### config.mk
export PLATFORM = sky130hd
export DESIGN_NAME = eil_top
export DESIGN_NICKNAME = d
export VERILOG_FILES = /design/src/rtl/eil_pkg.sv /design/src/rtl/eil_top.sv /design/src/rtl/eil_sync.sv
export SDC_FILE = /design/constraint.sdc
export NUM_CORES = 1
export LEC_CHECK = 0
export ABC_AREA = 1
export BUFFER_PORTS_ARGS = -buffer_cell sky130_fd_sc_hd__buf_2
export CAP_MARGIN = 20
export CORE_ASPECT_RATIO = 0.75
export CORE_MARGIN = 4
export CORE_UTILIZATION = 40
export CTS_BUF_LIST = sky130_fd_sc_hd__clkbuf_2 sky130_fd_sc_hd__clkbuf_4 sky130_fd_sc_hd__clkbuf_8
export DETAILED_ROUTE_END_ITERATION = 10
export GPL_TIMING_DRIVEN = 0
export PLACE_DENSITY = 0.68
export RECOVER_POWER = 25
export SETUP_SLACK_MARGIN = 0.5
export SYNTH_ARGS = -nofsm -noshare
export SYNTH_HDL_FRONTEND = slang
export SYNTH_SLANG_ARGS = --single-unit
### constraint.sdc
create_clock -name clk -period 1 [get_ports clk]
set_input_delay 0.2 -clock clk [delete_from_list [all_inputs] [get_ports clk]]
set_output_delay 0.2 -clock clk [all_outputs]
set_load 0.01 [all_outputs]
### src/rtl/eil_pkg.sv
// Constants, register layout and reset values of the external interrupt logic.
// How it works
// RL1: Edge mode: falling pin edge sets latch.
// RL2: Level mode: low pin also sets latch.
// RL3: One option bit picks sensitivity everywhere.
// RL4: Request goes out when unmasked and enabled.
// RL5: Vector fetch clears the latch.
// RL6: Port option enables rising-edge port requests.
// RL7: Level mode: high port pin sets latch.
// RL8: Edge mode: port must fall, rise again.
// RL9: High port pin hides other sources.
// RL10: Low interrupt pin hides port pins.
// RL11: Unused register bits read zero.
// RL12: Reset sets enable and oscillator high bit.
// RL13: Enable bit is read/write.
// RL14: Oscillator select bits pick clock sources.
// RL15: Pending flag read-only, reset clears it.
// RL16: Pin or enabled port pins set flag.
// RL17: Vector fetch or clear bit clears flag.
// RL18: Clear bit write-only, reads zero.
// RL19: Masked request stays latched until unmasked.
// RL20: Pins pass two flops, edges by compare.
// RL21: Mask options sampled only during reset.
package eil_pkg;

  // ----------------------------------------------------------------
  // Register map
  // ----------------------------------------------------------------
  localparam int ADDR_W = 8;
  localparam int DATA_W = 8;
  localparam logic [7:0] ISC_OFFSET = 8'h00;

  // ----------------------------------------------------------------
  // Field positions of the status and control register
  // ----------------------------------------------------------------
  localparam int ENABLE_BIT = 7;
  localparam int OSC_HI_BIT = 4;
  localparam int OSC_LO_BIT = 3;
  localparam int PENDING_BIT = 1;
  localparam int CLEAR_BIT = 0;

  // ----------------------------------------------------------------
  // Reset values
  // ----------------------------------------------------------------
  localparam logic ENABLE_RST = 1'b1;
  localparam logic OSC_HI_RST = 1'b1;
  localparam logic OSC_LO_RST = 1'b0;
  localparam logic PENDING_RST = 1'b0;
  localparam logic IRQ_PIN_IDLE = 1'b1;
  localparam logic [3:0] PORT_PIN_IDLE = 4'h0;
  localparam int PORT_PINS = 4;

endpackage

### src/rtl/eil_top.sv
// External interrupt latch, gating and status/control register.
//
// The placing of the registers and the address-and-strobe port were left to the implementer.
`timescale 1ns/100ps
module eil_top (
  input wire logic clk,
  input wire logic rst,
  input wire logic irq_pin_n,
  input wire logic [3:0] port_int_pins,
  input wire logic trig_level_option,
  input wire logic port_int_option,
  input wire logic cpu_int_mask,
  input wire logic vector_fetch,
  input wire logic [7:0] addr,
  input wire logic [7:0] wr_data,
  input wire logic wr_en,
  input wire logic rd_en,
  output logic [7:0] rd_data,
  output logic ext_int_request,
  output logic internal_lowpower_osc_en,
  output logic external_pin_osc_en,
  output logic cpu_clk_external
);

  // ----------------------------------------------------------------
  // Pin synchronizers
  // ----------------------------------------------------------------
  logic irq_pin_s;
  logic [3:0] port_pins_s;

  eil_sync #(
    .W(1),
    .RST_VAL(eil_pkg::IRQ_PIN_IDLE)
  ) u_sync_irq (
    .clk(clk),
    .rst(rst),
    .async_in(irq_pin_n),
    .sync_out(irq_pin_s)
  );

  eil_sync #(
    .W(eil_pkg::PORT_PINS),
    .RST_VAL(eil_pkg::PORT_PIN_IDLE)
  ) u_sync_port (
    .clk(clk),
    .rst(rst),
    .async_in(port_int_pins),
    .sync_out(port_pins_s)
  );

  // ----------------------------------------------------------------
  // Mask options
  // ----------------------------------------------------------------
  logic level_mode_q;
  logic port_opt_q;

  // The options are straps: they are sampled only while reset is high, so a
  // change during operation has no effect until the next reset.
  always_ff @(posedge clk)
  begin
    if (rst)
    begin
      level_mode_q <= trig_level_option; // RL21 RL3
      port_opt_q <= port_int_option; // RL21
    end
  end

  // ----------------------------------------------------------------
  // Source combination
  // ----------------------------------------------------------------
  // Both pin kinds are merged into one active-high line before edge
  // detection. While one input holds the line active, a change on any
  // other input produces no edge, which is exactly the masking behaviour
  // between the dedicated pin and the port pins.
  logic irq_low_w;
  logic port_any_w;
  logic src_w;
  logic src_prev_q;
  logic rise_w;
  logic set_w;

  assign irq_low_w = ~irq_pin_s; // RL1
  assign port_any_w = port_opt_q & (|port_pins_s); // RL6 RL9
  assign src_w = irq_low_w | port_any_w; // RL9 RL10 RL16
  assign rise_w = src_w & ~src_prev_q; // RL20 RL1 RL8
  assign set_w = level_mode_q ? src_w : rise_w; // RL2 RL3 RL7

  always_ff @(posedge clk)
  begin
    if (rst)
      src_prev_q <= 1'b0;
    else
      src_prev_q <= src_w; // RL20
  end

  // ----------------------------------------------------------------
  // Register decode
  // ----------------------------------------------------------------
  logic hit_w;
  logic wr_hit_w;
  logic rd_hit_w;
  logic sw_clear_w;
  logic clear_w;

  assign hit_w = (addr == eil_pkg::ISC_OFFSET);
  assign wr_hit_w = wr_en & hit_w;
  assign rd_hit_w = rd_en & hit_w;
  assign sw_clear_w = wr_hit_w & wr_data[eil_pkg::CLEAR_BIT]; // RL17 RL18
  assign clear_w = vector_fetch | sw_clear_w; // RL5 RL17

  // ----------------------------------------------------------------
  // Request latch and control bits
  // ----------------------------------------------------------------
  logic pending_q;
  logic pending_d;
  logic enable_q;
  logic osc_hi_q;
  logic osc_lo_q;

  // A new request in the clearing cycle wins, so it is never lost.
  assign pending_d = set_w ? 1'b1 : (clear_w ? 1'b0 : pending_q); // RL5 RL15 RL17

  always_ff @(posedge clk)
  begin
    if (rst)
      pending_q <= eil_pkg::PENDING_RST; // RL12 RL15
    else
      pending_q <= pending_d; // RL19
  end

  always_ff @(posedge clk)
  begin
    if (rst)
    begin
      enable_q <= eil_pkg::ENABLE_RST; // RL12
      osc_hi_q <= eil_pkg::OSC_HI_RST; // RL12
      osc_lo_q <= eil_pkg::OSC_LO_RST; // RL12
    end
    else if (wr_hit_w)
    begin
      enable_q <= wr_data[eil_pkg::ENABLE_BIT]; // RL13
      osc_hi_q <= wr_data[eil_pkg::OSC_HI_BIT]; // RL14
      osc_lo_q <= wr_data[eil_pkg::OSC_LO_BIT]; // RL14
    end
  end

  // ----------------------------------------------------------------
  // Read data
  // ----------------------------------------------------------------
  logic [7:0] read_val_w;
  logic [7:0] rd_data_d;

  // Only the defined fields are placed; everything else stays zero,
  // including the write-only clear position.
  always_comb
  begin
    read_val_w = 8'h00; // RL11 RL18
    read_val_w[eil_pkg::ENABLE_BIT] = enable_q;
    read_val_w[eil_pkg::OSC_HI_BIT] = osc_hi_q;
    read_val_w[eil_pkg::OSC_LO_BIT] = osc_lo_q;
    read_val_w[eil_pkg::PENDING_BIT] = pending_q; // RL15
  end

  assign rd_data_d = rd_hit_w ? read_val_w : 8'h00;

  always_ff @(posedge clk)
  begin
    if (rst)
      rd_data <= 8'h00;
    else
      rd_data <= rd_data_d;
  end

  // ----------------------------------------------------------------
  // Request to the CPU and oscillator controls
  // ----------------------------------------------------------------
  logic req_d;
  logic int_osc_en_d;
  logic ext_osc_en_d;
  logic clk_ext_d;

  assign req_d = pending_q & ~cpu_int_mask & enable_q; // RL4 RL19 RL13
  assign int_osc_en_d = ~(osc_lo_q & ~osc_hi_q); // RL14
  assign ext_osc_en_d = osc_lo_q; // RL14
  assign clk_ext_d = osc_lo_q & ~osc_hi_q; // RL14

  always_ff @(posedge clk)
  begin
    if (rst)
    begin
      ext_int_request <= 1'b0;
      internal_lowpower_osc_en <= 1'b1;
      external_pin_osc_en <= 1'b0;
      cpu_clk_external <= 1'b0;
    end
    else
    begin
      ext_int_request <= req_d; // RL4
      internal_lowpower_osc_en <= int_osc_en_d; // RL14
      external_pin_osc_en <= ext_osc_en_d; // RL14
      cpu_clk_external <= clk_ext_d; // RL14
    end
  end
endmodule

### src/rtl/eil_sync.sv
// Two-stage synchronizer for a group of asynchronous pins.
`timescale 1ns/100ps
module eil_sync #(
  parameter int W = 1,
  parameter logic [W-1:0] RST_VAL = '0
) (
  input wire logic clk,
  input wire logic rst,
  input wire logic [W-1:0] async_in,
  output logic [W-1:0] sync_out
);

  logic [W-1:0] stage1_q;

  // The first stage feeds only the second stage.
  always_ff @(posedge clk)
  begin
    if (rst)
    begin
      stage1_q <= RST_VAL;
      sync_out <= RST_VAL;
    end
    else
    begin
      stage1_q <= async_in; // RL20
      sync_out <= stage1_q; // RL20
    end
  end

endmodule

Word-level counts from Yosys, hierarchy flattened
Index checks and enable logic that the tools add are counted.
- input bits: 29
- flip-flop bits (word level): 29
- reductions and logical operators: 4
- muxes and demuxes: 3
- bitwise logic cells: 16
- operators with widths (cell ; number):
    AND 1 bit ; 8
    logical NOT 8 bit ; 1
    inverter 1 bit ; 6
    OR reduction 4 bit ; 1
    two-way mux 1 bit ; 3
    bitwise OR 1 bit ; 2
    nonzero test 2 bit ; 1
    OR reduction 2 bit ; 1

Depth between registers and ports, before layout
- depth after elaboration: 6
- gate-level depth with buffers: 6

Hierarchy
From an unflattened synthesis, not the netlist that was laid out.
- cell total of the unflattened synthesis: 98
- area total of the unflattened synthesis: 845.8 µm²
- modules (own cells, without submodules) (module ; area an instance (µm²) ; cells each ; instances):
    eil_top ; 555.5 ; 66 ; 1
    eil_sync (u_sync_port) ; 231.5 ; 25 ; 1
    eil_sync (u_sync_irq) ; 58.8 ; 7 ; 1

Worst setup path after synthesis
Ideal clock, no wire load.
- path type: input port to flip-flop
- start point: input addr[1]
- end point: register enable_q
- arrival: 709 ps
- cell stages on the path: 6
- required time: 877 ps
- setup slack: 168 ps
- buffers on the path: 0
- cells stage by stage: nor2_1 -> nand2_1 -> nor2_4 -> nand2_1 -> nand2_1 -> nand3_1
- longest elaborated chain between the ends: 2
- ends and longest elaborated chain (what ; line ; RTL):
    start: declaration ; eil_top.sv:14 ; input wire logic [7:0] addr,
    logical NOT 8 bit ; eil_top.sv:105 ; assign hit_w = (addr == eil_pkg::ISC_OFFSET);
    AND 1 bit ; eil_top.sv:106 ; assign wr_hit_w = wr_en & hit_w;
    end signal: assignment ; eil_top.sv:135 ; enable_q <= eil_pkg::ENABLE_RST;
    end signal: assignment ; eil_top.sv:141 ; enable_q <= wr_data[eil_pkg::ENABLE_BIT];
    end: declaration ; eil_top.sv:116 ; logic enable_q;
Every way passes these cells.
A chain may end at the register's enable or synchronous reset.

Worst setup path after layout
- start point: register ext_int_request
- end point: output ext_int_request
- RTL lines (what ; line ; RTL):
    start: declaration ; eil_top.sv:19 ; output logic ext_int_request,
    start signal: assignment ; eil_top.sv:198 ; ext_int_request <= req_d;
No word-level cell between the ends.

==> flow_metrics.env <==
export IMPL_syn_to_final_growth_pct=49.2
export IMPL_core_sq_um=2000
export IMPL_n_antenna_cell=0
export IMPL_final_common_cell="buf_2"
export IMPL_ys_types=15
export IMPL_crit_family="flip-flops"
export IMPL_wl_per_cell_um=9.89
export IMPL_ir_worst_vdd_mv=0.936
export IMPL_power_leakage_nw=0.592
export IMPL_synth_area_sq_um=833
export IMPL_grt_util_all_layers=0.108
export IMPL_die_w_um=60.7
export IMPL_clk_path_buf_depth=2
export IMPL_power_total_w=0.00166
export IMPL_status="finished clean"
export IMPL_yosysWarningCount=0
export IMPL_met3_usage=0.0539
export IMPL_synth_seq_cells=25
export IMPL_min_period_over_period=0.967
export IMPL_reg_largest_list="rd_data x4, u_sync_port.stage1_q x4, u_sync_port.sync_out x4"
export IMPL_crit_path_max_incr_delay_ps=340
export IMPL_htreeDepth=1
export IMPL_path_max_fanout=1
export IMPL_pwr_density_cell_nw_per_um2=1330
export IMPL_numPortBuffers=32
export IMPL_ant_nets=0
export IMPL_whs_path_depth=1
export IMPL_ys_top_cells_by_area="dfxtp_1 55%, nor2_1 9.0%, edfxtp_1 7.2%"
export IMPL_path_buf_inv=1
export IMPL_grt_overflow=0
export IMPL_slew_limit_headroom=0.648
export IMPL_fmax_mhz=1030
export IMPL_cp_end_kind="output port"
export IMPL_path_cells="buf_6"
export IMPL_final_nets=164
export IMPL_place_hpwl_mm=1.10
export IMPL_period_needed_ps=967
export IMPL_yosys_area_top_type_share=0.553
export IMPL_fin_skew_ps=12.5
export IMPL_yosysSeqAreaShare=0.625
export IMPL_cts_root_buf="clkbuf_4"
export IMPL_clock_sinks=25
export IMPL_crit_type="reg2out"
export IMPL_initial_core_util=0.417
export IMPL_required_ps=800
export IMPL_final_cell_mix="20 x buf_2, 13 x inv_1, 12 x dfxtp_2, 11 x nor2_1, 11 x dfxtp_1"
export IMPL_grt_busiest_layer="met2"
export IMPL_drc=0
export IMPL_placed_area_sq_um=1080
export IMPL_r2r_cells=6
export IMPL_cts_buffers=3
export IMPL_io_pins=41
export IMPL_start_kind="flop"
export IMPL_syn_inst=95
export IMPL_cts_tree="yes"
export IMPL_first_pass_iters=3
export IMPL_drive_gt1_frac=0.567
export IMPL_syn_area_per_cell_sq_um=8.77
export IMPL_worst_slew_pin_slew_ps=528
export IMPL_post_cts_buffers=0
export IMPL_antenna_found_initial=0
export IMPL_rsz0062_at_grt="true"
export IMPL_grt_pass1_vias=573
export IMPL_arrival_ps=770
export IMPL_drt_iter0_drc=13
export IMPL_crit_slowest_cell="dfxtp_2"
export IMPL_hold_viol=0
export IMPL_grt_pass1_wl_mm=2.23
export IMPL_hold_buffers=0
export IMPL_grt_max_degree=15
export IMPL_use_met1=0.121
export IMPL_core_rowCount=14
export IMPL_routed_wl_mm=1.56
export IMPL_worst_path_stages=1
export IMPL_hp_class="in2reg"
export IMPL_via_per_inst=4.23
export IMPL_setup_violations=0
export IMPL_gr_usage_met2=0.181
export IMPL_cap_violations=0
export IMPL_drv_slew=0
export IMPL_finish_instance_area_sq_um=1240
export IMPL_clk_pin_slew_ps=130
export IMPL_dieArea_sq_um=2890
export IMPL_clkLatencyLatePin_ps=320
export IMPL_gp_congestion=0.730
export IMPL_synth_area_leader_cell="dfxtp_1"
export IMPL_dieHeight_um=47.5
export IMPL_num_vias=669
cell families (layout without fill, tap and decap cells):
kind of cell,Yosys count,after routing,share of synthesized area
buffers and inverters,21,57,0.114
other,1,4,0.00450
AND/OR/NAND/NOR,46,46,0.245
AO/OA/AOI/OAI,2,2,0.0120
flip-flops,25,25,0.625
synth_stat cells:
cell	count
nand2_1	13
or2_2	2
nor4_1	1
nor3_1	1
a21oi_1	2
nand3_1	7
nand3_2	1
dfxtp_1	23
inv_1	16
nor2_4	1
nor2_1	20
conb_1	1
buf_4	4
edfxtp_1	2
buf_2	1
timing repair:
action                     4_1_cts  5_1_grt
gates resized for setup         19       16
setup endpoints to repair       22       24
pin swaps                        8        5
through the flow:
stage | std cells | worst slack (ps) | setup TNS, ps | utilization | hold WS [ps]
CTS | 158 | 24.5 | 0 | 0.603 | 29.4
floorplan | 98 | 188 | 0 | - | 271
global route | 158 | -7.54 | -20.0 | 0.623 | 39.5
global placement | 154 | 20.5 | 0 | 0.541 | 369
detailed placement | 154 | 1.81 | 0 | 0.541 | 375
finish | 158 | 32.6 | 0 | 0.623 | 60.4
area by class of cell:
class	instances	area, sq um
well taps	24	30.0
multi-input cells	52	325
clock buffers	3	22.5
repair buffers	32	231
inverters	16	60.1
flip-flops and latches	25	536
plain buffers	5	33.8
clock inverters	1	5.00
fillers	171	753
routing by layer:
layer,routed length [um],share of wire
met1,592,0.38
met4,39,0.025
met3,137,0.088
met2,793,0.51
met5,0,0
report_power, final:
part	total (W)	leakage, nW	switching, W	internal, W
registers	0.00105	0.211	0.00000988	0.00104
logic	0.000173	0.363	0.0000874	0.0000857
clock network	0.000433	0.0177	0.000283	0.000150
total	0.00166	0.592	0.000381	0.00128
path summary, 6_finish.rpt:
kind	slack [ps]	startpoint	end
max	30	ext_int_request	ext_int_request
min	60	port_int_option	port_opt_q
max reg2reg	170	u_sync_port.sync_out[0]	pending_q
min reg2reg	400	u_sync_port.stage1_q[0]	u_sync_port.sync_out[0]
No activity file was read; power rests on OpenSTA's default activity.
